`config.mk`:
```
export PLATFORM = sky130hd
export DESIGN_NAME = isr_status
export DESIGN_NICKNAME = d
export VERILOG_FILES = /design/src/rtl/isr_pkg.sv /design/src/rtl/isr_status.sv
export SDC_FILE = /design/constraint.sdc
export NUM_CORES = 1
export LEC_CHECK = 0
export BUFFER_PORTS_ARGS = -buffer_cell sky130_fd_sc_hd__buf_2
export CORE_UTILIZATION = 25
export DETAILED_ROUTE_END_ITERATION = 10
export GPL_ROUTABILITY_DRIVEN = 1
export GPL_TIMING_DRIVEN = 0
export SYNTH_ARGS = -nofsm -noshare
export SYNTH_HDL_FRONTEND = slang
export SYNTH_SLANG_ARGS = --single-unit
export TNS_END_PERCENT = 10
```
`constraint.sdc`:
```
create_clock -name clk -period 3.9 [get_ports clk]
set_input_delay 0.585 -clock clk [delete_from_list [all_inputs] [get_ports clk]]
set_output_delay 0.585 -clock clk [all_outputs]
set_load 0.005 [all_outputs]
```
`src/rtl/isr_pkg.sv`:
```
// Shared constants and carrier types for the status reporting core
package isr_pkg;
    // ------------------------------------------------------------
    // Summary byte bit positions
    // ------------------------------------------------------------
    localparam int SB_QUEUE_BIT = 2;
    localparam int SB_DOUBT_BIT = 3;
    localparam int SB_MSG_BIT   = 4;
    localparam int SB_STD_BIT   = 5;
    localparam int SB_RQS_BIT   = 6;
    localparam int SB_RUN_BIT   = 7;
    // ------------------------------------------------------------
    // Standard event bit positions
    // ------------------------------------------------------------
    localparam int SE_ALL_DONE  = 0;
    localparam int SE_QUERY     = 2;
    localparam int SE_DEVICE    = 3;
    localparam int SE_RUN       = 4;
    localparam int SE_PARSE     = 5;
    localparam int SE_LOCAL_KEY = 6;
    localparam int SE_POWER_UP  = 7;
    // ------------------------------------------------------------
    // Reset values
    // ------------------------------------------------------------
    localparam logic [7:0]  STD_EVENT_RESET = 8'h80;
    localparam logic [7:0]  MASK8_RESET     = 8'h00;
    localparam logic [15:0] MASK16_RESET    = 16'h0000;
    // ------------------------------------------------------------
    // Error codes (signed, 16 bit)
    // ------------------------------------------------------------
    localparam logic signed [15:0] ERR_NONE       = 16'sh0000;
    localparam logic signed [15:0] ERR_PARSE      = -16'sd100;
    localparam logic signed [15:0] ERR_RUN_LO     = -16'sd222;
    localparam logic signed [15:0] ERR_RUN_HI     = -16'sd200;
    localparam logic signed [15:0] ERR_DEV_LO     = -16'sd350;
    localparam logic signed [15:0] ERR_DEV_HI     = -16'sd240;
    localparam logic signed [15:0] ERR_QRY_LO     = -16'sd430;
    localparam logic signed [15:0] ERR_QRY_HI     = -16'sd410;
    localparam logic signed [15:0] ERR_OVERFLOW   = -16'sd350;

    // Host-facing command set
    typedef enum logic [3:0] {
        ISR_CMD_NONE,
        ISR_CMD_STB_READ,
        ISR_CMD_ESR_READ,
        ISR_CMD_ESE_WRITE,
        ISR_CMD_ESE_READ,
        ISR_CMD_SRE_WRITE,
        ISR_CMD_SRE_READ,
        ISR_CMD_QEN_WRITE,
        ISR_CMD_QEN_READ,
        ISR_CMD_OEN_WRITE,
        ISR_CMD_OEN_READ,
        ISR_CMD_ERR_READ,
        ISR_CMD_CLS
    } isr_cmd_e_t;

    typedef struct packed {
        isr_cmd_e_t  cmd;
        logic [15:0] wdata;
    } isr_req_t;

    typedef struct packed {
        logic        valid;
        logic [15:0] rdata;
    } isr_rsp_t;

    // Event pulses from the instrument
    typedef struct packed {
        logic all_done;
        logic local_key_event;
        logic device_fault;
        logic run_fault;
        logic parse_fault;
        logic query_protocol_fault;
    } isr_evt_t;
endpackage

```
`src/rtl/isr_status.sv`:
```
// Status byte, standard event register, masks and error queue
// ------------------------------------------------------------
// Status reporting core
// ------------------------------------------------------------
// Overview of operation
// - Summary bits 0 and 1 always zero
// - Bit 2 set while error queue nonempty
// - Bit 3 is masked doubtful summary
// - Bit 4 set while output queue holds reply
// - Bit 5 is masked standard event summary
// - Bit 6 is service request flag
// - Bit 7 (run state summary) always zero
// - Poll and query return same summary byte
// - Event bit 0 on all done; bit 1 zero
// - Event bit 2 on query protocol fault
// - Bits 3,4,5 device, run, parse faults
// - Event bit 6 on local key press
// - Event bit 7 marks power up
// - Event query returns then clears register
// - Summary is OR of status AND enable
// - Event mask written and read back
// - Run state enable writable, never reports
// - Doubtful enable set and read, summarised
// - Service mask gates service request
// - New message clears the output queue
// - FIFO error queue, overflow logs -350, blocks
// - Error codes map to event bits
// - Doubtful events latch rising edges; clear status clears
module isr_status #(
    parameter int QDEPTH = 8
) (
    input  wire logic                  clk,
    input  wire logic                  resetn,
    input  wire isr_pkg::isr_req_t     req,
    output isr_pkg::isr_rsp_t          rsp,
    input  wire isr_pkg::isr_evt_t     evt,
    input  wire logic                  err_push,
    input  wire logic signed [15:0]    err_code,
    input  wire logic [15:0]           doubtful_cond,
    input  wire logic                  msg_put,
    input  wire logic                  msg_take,
    input  wire logic                  new_message,
    output logic [7:0]                 summary_byte,
    output logic                       service_request_flag
);
    localparam int PW = $clog2(QDEPTH);

    // Pointer wrap arithmetic only works for power-of-two depths
    if (QDEPTH < 2 || (QDEPTH & (QDEPTH - 1)) != 0)
    begin : g_bad_depth
        $error("QDEPTH must be a power of two, at least 2");
    end

    // ------------------------------------------------------------
    // Registers
    // ------------------------------------------------------------
    logic [7:0]  std_event_reg_q;
    logic [7:0]  std_event_mask_q;
    logic [7:0]  service_mask_q;
    logic [15:0] doubtful_en_q;
    logic [15:0] doubtful_event_reg_q;
    logic [15:0] doubtful_prev_q;
    logic [15:0] run_state_en_q;
    logic [15:0] err_mem [QDEPTH];
    logic [PW:0] wr_q;
    logic [PW:0] rd_q;
    logic        blocked_q;
    logic [7:0]  msg_cnt_q;

    function automatic logic [7:0] code_bits(input logic signed [15:0] c);
        logic [7:0] b;
        b = 8'h00;
        if (c == isr_pkg::ERR_PARSE)
            b[isr_pkg::SE_PARSE] = 1'b1;
        if (c >= isr_pkg::ERR_RUN_LO && c <= isr_pkg::ERR_RUN_HI)
            b[isr_pkg::SE_RUN] = 1'b1;
        if (c >= isr_pkg::ERR_DEV_LO && c <= isr_pkg::ERR_DEV_HI)
            b[isr_pkg::SE_DEVICE] = 1'b1;
        if (c >= isr_pkg::ERR_QRY_LO && c <= isr_pkg::ERR_QRY_HI)
            b[isr_pkg::SE_QUERY] = 1'b1;
        return b;
    endfunction

    wire logic is_cls = req.cmd == isr_pkg::ISR_CMD_CLS;

    // ------------------------------------------------------------
    // Error queue
    // ------------------------------------------------------------
    wire logic [PW:0] used      = wr_q - rd_q;
    wire logic        q_empty   = used == '0;
    wire logic        q_full    = used == (PW+1)'(QDEPTH);
    wire logic        q_pop     = req.cmd == isr_pkg::ISR_CMD_ERR_READ && !q_empty;
    wire logic        take_push = err_push && !blocked_q && err_code != isr_pkg::ERR_NONE;
    wire logic        spill     = take_push && q_full && !q_pop;
    logic [7:0]       push_bits;

    always_comb
    begin
        push_bits = 8'h00;
        if (take_push)
            push_bits = spill ? code_bits(isr_pkg::ERR_OVERFLOW) : code_bits(err_code);
    end

    always_ff @(posedge clk or negedge resetn)
    begin
        if (!resetn)
        begin
            wr_q      <= '0;
            rd_q      <= '0;
            blocked_q <= 1'b0;
        end
        else if (is_cls)
        begin
            wr_q      <= '0;
            rd_q      <= '0;
            blocked_q <= 1'b0;
        end
        else
        begin
            if (q_pop)
            begin
                rd_q      <= rd_q + 1'b1;
                blocked_q <= 1'b0;
            end
            if (spill)
            begin
                err_mem[PW'(wr_q - 1'b1)] <= isr_pkg::ERR_OVERFLOW;
                blocked_q                 <= 1'b1;
            end
            else if (take_push)
            begin
                err_mem[PW'(wr_q)] <= err_code;
                wr_q               <= wr_q + 1'b1;
            end
        end
    end

    // ------------------------------------------------------------
    // Output queue occupancy
    // ------------------------------------------------------------
    always_ff @(posedge clk or negedge resetn)
    begin
        if (!resetn)
            msg_cnt_q <= 8'h00;
        else if (new_message || is_cls)
            msg_cnt_q <= 8'h00;
        else if (msg_put && !msg_take && msg_cnt_q != 8'hff)
            msg_cnt_q <= msg_cnt_q + 8'h01;
        else if (msg_take && !msg_put && msg_cnt_q != 8'h00)
            msg_cnt_q <= msg_cnt_q - 8'h01;
    end

    // ------------------------------------------------------------
    // Standard event register
    // ------------------------------------------------------------
    logic [7:0] se_set;

    always_comb
    begin
        se_set = push_bits;
        se_set[isr_pkg::SE_ALL_DONE]  = se_set[isr_pkg::SE_ALL_DONE] | evt.all_done;
        se_set[isr_pkg::SE_QUERY]     = se_set[isr_pkg::SE_QUERY] | evt.query_protocol_fault;
        se_set[isr_pkg::SE_DEVICE]    = se_set[isr_pkg::SE_DEVICE] | evt.device_fault;
        se_set[isr_pkg::SE_RUN]       = se_set[isr_pkg::SE_RUN] | evt.run_fault;
        se_set[isr_pkg::SE_PARSE]     = se_set[isr_pkg::SE_PARSE] | evt.parse_fault;
        se_set[isr_pkg::SE_LOCAL_KEY] = se_set[isr_pkg::SE_LOCAL_KEY] | evt.local_key_event;
        se_set[1] = 1'b0;
    end

    always_ff @(posedge clk or negedge resetn)
    begin
        if (!resetn)
            std_event_reg_q <= isr_pkg::STD_EVENT_RESET;
        else if (req.cmd == isr_pkg::ISR_CMD_ESR_READ || is_cls)
            std_event_reg_q <= se_set; // (set wins over clear)
        else
            std_event_reg_q <= std_event_reg_q | se_set;
    end

    // ------------------------------------------------------------
    // Doubtful event register, rising-edge latch
    // ------------------------------------------------------------
    logic [15:0] doubtful_sync1_q;
    logic [15:0] doubtful_sync2_q;
    wire logic [15:0] doubtful_rise = doubtful_sync2_q & ~doubtful_prev_q;

    always_ff @(posedge clk or negedge resetn)
    begin
        if (!resetn)
        begin
            doubtful_sync1_q     <= 16'h0000;
            doubtful_sync2_q     <= 16'h0000;
            doubtful_prev_q      <= 16'h0000;
            doubtful_event_reg_q <= 16'h0000;
        end
        else
        begin
            doubtful_sync1_q <= doubtful_cond;
            doubtful_sync2_q <= doubtful_sync1_q;
            doubtful_prev_q  <= doubtful_sync2_q;
            if (is_cls)
                doubtful_event_reg_q <= doubtful_rise;
            else
                doubtful_event_reg_q <= doubtful_event_reg_q | doubtful_rise;
        end
    end

    // ------------------------------------------------------------
    // Enable registers
    // ------------------------------------------------------------
    always_ff @(posedge clk or negedge resetn)
    begin
        if (!resetn)
        begin
            std_event_mask_q <= isr_pkg::MASK8_RESET;
            service_mask_q   <= isr_pkg::MASK8_RESET;
            doubtful_en_q    <= isr_pkg::MASK16_RESET;
            run_state_en_q   <= isr_pkg::MASK16_RESET;
        end
        else
        begin
            if (req.cmd == isr_pkg::ISR_CMD_ESE_WRITE)
                std_event_mask_q <= req.wdata[7:0];
            if (req.cmd == isr_pkg::ISR_CMD_SRE_WRITE)
                service_mask_q <= req.wdata[7:0];
            if (req.cmd == isr_pkg::ISR_CMD_QEN_WRITE)
                doubtful_en_q <= req.wdata;
            if (req.cmd == isr_pkg::ISR_CMD_OEN_WRITE)
                run_state_en_q <= req.wdata;
        end
    end

    // ------------------------------------------------------------
    // Summary byte, built from current state
    // ------------------------------------------------------------
    logic [7:0] sb_d;

    always_comb
    begin
        sb_d = 8'h00;
        sb_d[isr_pkg::SB_QUEUE_BIT] = !q_empty;
        sb_d[isr_pkg::SB_DOUBT_BIT] = |(doubtful_event_reg_q & doubtful_en_q);
        sb_d[isr_pkg::SB_MSG_BIT]   = msg_cnt_q != 8'h00;
        sb_d[isr_pkg::SB_STD_BIT]   = |(std_event_reg_q & std_event_mask_q);
        sb_d[isr_pkg::SB_RUN_BIT]   = 1'b0;
        sb_d[isr_pkg::SB_RQS_BIT]   = |(sb_d & service_mask_q & 8'hbf);
    end

    always_ff @(posedge clk or negedge resetn)
    begin
        if (!resetn)
        begin
            summary_byte         <= 8'h00;
            service_request_flag <= 1'b0;
        end
        else
        begin
            summary_byte         <= sb_d;
            service_request_flag <= sb_d[isr_pkg::SB_RQS_BIT];
        end
    end

    // ------------------------------------------------------------
    // Query answers, one cycle after the request
    // ------------------------------------------------------------
    always_ff @(posedge clk or negedge resetn)
    begin
        if (!resetn)
            rsp <= '0;
        else
        begin
            rsp.valid <= 1'b1;
            unique case (req.cmd)
                isr_pkg::ISR_CMD_STB_READ: rsp.rdata <= {8'h00, sb_d};
                isr_pkg::ISR_CMD_ESR_READ: rsp.rdata <= {8'h00, std_event_reg_q};
                isr_pkg::ISR_CMD_ESE_READ: rsp.rdata <= {8'h00, std_event_mask_q};
                isr_pkg::ISR_CMD_SRE_READ: rsp.rdata <= {8'h00, service_mask_q};
                isr_pkg::ISR_CMD_QEN_READ: rsp.rdata <= doubtful_en_q;
                isr_pkg::ISR_CMD_OEN_READ: rsp.rdata <= run_state_en_q;
                isr_pkg::ISR_CMD_ERR_READ:
                    rsp.rdata <= q_empty ? isr_pkg::ERR_NONE : err_mem[PW'(rd_q)];
                default:
                begin
                    rsp.valid <= 1'b0;
                    rsp.rdata <= 16'h0000;
                end
            endcase
        end
    end

    // ------------------------------------------------------------
    // Checks
    // ------------------------------------------------------------
    chk_low_bits_zero: assert property (@(posedge clk) disable iff (!resetn)
        summary_byte[1:0] == 2'b00) else $error("summary low bits set");
    chk_queue_bit: assert property (@(posedge clk) disable iff (!resetn)
        summary_byte[isr_pkg::SB_QUEUE_BIT] == $past(!q_empty)) else $error("queue bit wrong");
    chk_std_summary: assert property (@(posedge clk) disable iff (!resetn)
        summary_byte[isr_pkg::SB_STD_BIT] == |($past(std_event_reg_q & std_event_mask_q)))
        else $error("std summary wrong");
    chk_run_summary: assert property (@(posedge clk) disable iff (!resetn)
        !summary_byte[isr_pkg::SB_RUN_BIT]) else $error("run summary active");
    chk_esr_clear: assert property (@(posedge clk) disable iff (!resetn)
        req.cmd == isr_pkg::ISR_CMD_ESR_READ && se_set == 8'h00
        |=> std_event_reg_q == 8'h00 && rsp.rdata[7:0] == $past(std_event_reg_q))
        else $error("esr read not clearing");
    chk_bit1_zero: assert property (@(posedge clk) disable iff (!resetn)
        !std_event_reg_q[1]) else $error("event bit 1 set");
    chk_rqs_mask: assert property (@(posedge clk) disable iff (!resetn)
        service_mask_q == 8'h00 |=> !service_request_flag) else $error("unmasked request");
    chk_new_msg: assert property (@(posedge clk) disable iff (!resetn)
        new_message |=> ##1 !summary_byte[isr_pkg::SB_MSG_BIT]) else $error("queue not cleared");
    chk_overflow_block: assert property (@(posedge clk) disable iff (!resetn)
        spill && !is_cls |=> blocked_q && wr_q == $past(wr_q))
        else $error("overflow not blocking");
    chk_parse_map: assert property (@(posedge clk) disable iff (!resetn)
        take_push && !q_full && err_code == isr_pkg::ERR_PARSE |=> std_event_reg_q[isr_pkg::SE_PARSE])
        else $error("parse code not mapped");

    cov_overflow: cover property (@(posedge clk) disable iff (!resetn) spill);
    cov_service: cover property (@(posedge clk) disable iff (!resetn) $rose(service_request_flag));
    cov_esr_read: cover property (@(posedge clk) disable iff (!resetn)
        req.cmd == isr_pkg::ISR_CMD_ESR_READ && std_event_reg_q != 8'h00);
endmodule

```
==> impl_metrics.csv <==
group,metric,value,unit
detailed_routing,vias,6987,
finish,utilization,30.8,%
setup_path,max_stage_delay,0.61,ns
clock_tree,cts_sinks,286,
place,dp_cells,1454,
setup_path,worst_setup_path_start_kind,"flip-flop",
place,dpl.hpwl,20600,µm
finish,final_common_cell,"dfrtp_1",
clock_tree,clk_pin_slew,0.06,ns
clock_tree,clock-root-buffer,"clkbuf_16",
finish,fillers,4487,
power_and_ir_drop,powerDensity,617,nW/µm²
detailed_routing,viasPerCell,4.62,
die,rows,78,
die,dieWidth,217,µm
detailed_routing,routedWlPerCell,19.2,µm
synth,synth-warning-count,0,
sta,finalHoldViolations,0,
finish,multiInputGateArea,3600,µm²
finish,syn2layout_area_growth,21.3,%
synth,yosysSeqAreaShare,67.3,%
synth,synth_flop_cell,"dfrtp_1",
sta,setup_viol,0,
setup_path,path_cells,"inv_2 -> ha_1 -> a21oi_1 -> a21oi_2 -> nor4b_4 -> a211oi_2 -> or4b_1 -> a21oi_4 -> buf_8",
setup_path,endpoint_kind,"flip-flop",
global_route,grt_pass1_wl,44200,µm
global_route,grt_max_degree,90,
finish,final_cells,1513,
sta,finalMaxSlewViolations,0,
setup_path,crit_slowest_cell,"or4b_1",
place,io_buffer_count,83,
clock_tree,clk_latency,0.58,ns
clock_tree,cts_tree,"yes",
sta,period_share,98.0,%
clock_tree,htree_levels,1,
detailed_routing,dr.pass1.iters,5,
finish,finalNetCount,967,
synth,ys_ff_latch,286,
setup_path,critical_path.max_fanout,18,
synth,mappedNetlistArea,11600,µm²
global_route,grt_pass1_vias,7060,
synth,synth_edf_count,128,
finish,final_layout_size_suffix_gt1_share,29.6,%
detailed_routing,first_iter_violations,591,
sta,fin_crit,3.82,ns
min_path,hp-class,"in -> reg",
synth,yosysUniqueCellTypes,71,
die,start_util,25.4,%
die,ios,90,
global_route,grt-ovfl-total,0,
sta,rsz0062_at_grt,"yes",
finish,seq_area,7800,µm²
clock_tree,ctsLongestPathBuffers,3,
sta,fin_skew,0.0268,ns
synth,syn_inst,760,
global_route,antenna_found_initial,4,
setup_path,worstPathRequired,4.17,ns
synth,synth_top_area_share,33.9,%
setup_path,crit_type,"reg -> reg",
setup_path,cp.arrival,4.09,ns
synth,async_flop_share,55.2,%
global_route,grt_usage,12.5,%
clock_tree,cts_buffers,28,
sta,final.setup.tns,0,ns
power_and_ir_drop,ir_worst_vdd,0.355,mV
synth,synth_area_leaders,"dfrtp_1, edfxtp_1, mux4_2, mux2_2, mux2i_1",
power_and_ir_drop,p_leak,0.00542,µW
sta,worst_pin_slew,1.14,ns
outcome,status,"completed",
detailed_routing,post-route-drc-count,0,
sta,slew_headroom,23.2,%
die,core_area,45600,µm²
finish,final_cell_mix,"dfrtp_1, edfxtp_1, buf_2",
die,dieArea,47200,µm²
die,die_h,217,µm
place,gp_congestion,0.853,
sta,max_freq,0.262,GHz
synth,synth_top_cell_by_area,"dfrtp_1",
detailed_routing,wl,29000,µm
detailed_routing,ant_nets,0,
run,drv_cap,0,
synth,syn_avg_cell_area,15.2,µm²
final timing paths:
check                                     from  slack (ns)                   to  cells past startpoint
max in group asynchronous               resetn        2.49               rsp[1]                      3
hold reg to reg            doubtful_sync1_q[3]        0.35  doubtful_sync2_q[3]                      0
min in group asynchronous               resetn        0.53               rsp[8]                      2
setup / recovery                       rd_q[2]        0.08        err_mem[6][5]                      9
setup reg to reg                       rd_q[2]        0.08        err_mem[6][5]                      9
hold / removal                doubtful_cond[0]        0.11  doubtful_sync1_q[0]                      1
final cells by class:
cell class,count,share of cell area [%]
inverter,32,0.855
buffer,30,1.12
sequential,286,55.5
multi-input combinational,413,25.7
clock inverter,13,0.882
tap,600,5.34
timing repair buffer,99,4.53
clock buffer,39,6.06
antenna,1,0.0178
sequential cells by signal, summed over array words and instances (netlist names), 7 cells and up:
name / flops
rsp: 17
doubtful_event_reg_q: 16
std_event_mask_q: 8
err_mem: 128
service_mask_q: 8
msg_cnt_q: 8
doubtful_sync1_q: 16
run_state_en_q: 16
doubtful_prev_q: 16
doubtful_sync2_q: 16
doubtful_en_q: 16
std_event_reg_q: 7
Yosys cell counts, types with 15 or more instances:
cell and count:
nand2_1 40, nor2_1 27, o21ai_0 37, nand2b_1 15, a21oi_1 21, a22oi_1 17
mux2_2 49, dfrtp_1 157, edfxtp_1 128, inv_1 31, mux4_2 32, mux2i_1 21
critical path: cells and delay by family (launching register included):
kind                     cells  cell delay [ns]
flip-flops                   1             0.40
AND/OR/NAND/NOR              2             1.06
buffers and inverters        2             0.67
adder cells (fa/ha/maj)      1             0.39
AO/OA/AOI/OAI                4             0.95
power breakdown:
group | internal (µW) | total, µW | switching, µW
Combinational | 909 | 2070 | 1160
Clock | 1600 | 2790 | 1180
Sequential | 3580 | 3810 | 228
Total | 6100 | 8670 | 2570
kinds of logic (layout without fill, tap and decap cells):
group / Yosys count / in the layout / share of synthesized area (%)
multiplexers: 102 / 102 / 12.8
AO/OA/AOI/OAI: 135 / 135 / 8.18
XOR/XNOR: 9 / 9 / 0.681
flip-flops: 286 / 286 / 67.3
other: 1 / 4 / 0.0324
AND/OR/NAND/NOR: 151 / 151 / 7.12
adder cells (fa/ha/maj): 13 / 13 / 1.47
buffers and inverters: 63 / 213 / 2.39
per-stage QoR:
step / instance area (µm²) / total power [µW] / setup WS (ns) / hold WS, ns
final: 14000 / 8670 / 0.0795 / 0.114
after global routing: 14000 / 9100 / -0.135 / 0.0862
after CTS: 14000 / 8760 / 0.0644 / 0.0818
after detailed placement: 12900 / 5890 / -0.927 / 0.336
after global placement: 12800 / 5780 / -3.14 / 0.335
after floorplan: 11600 / 5180 / -0.0344 / 0.289
timing repair:
item | 4_1_cts | 5_1_grt
hold buffers | 1 | 0
endpoints found under the hold margin | 70 | 0
endpoints found under the setup margin | 177 | 103
pin swaps | 0 | 0
buffers inserted | 6 | 0
resized for setup | 14 | 1
per-layer routing:
| metal | vias up | routed length [µm] | GRT usage, % |
|---|---|---|---|
| li1 | 3140 | - | - |
| met3 | 49 | 1810 | 2.47 |
| met5 | - | 25 | 0 |
| met4 | 4 | 587 | 2.86 |
| met2 | 235 | 13100 | 19.0 |
| met1 | 3559 | 13500 | 18.1 |
Note: power is estimated with default switching activity, not from simulation.
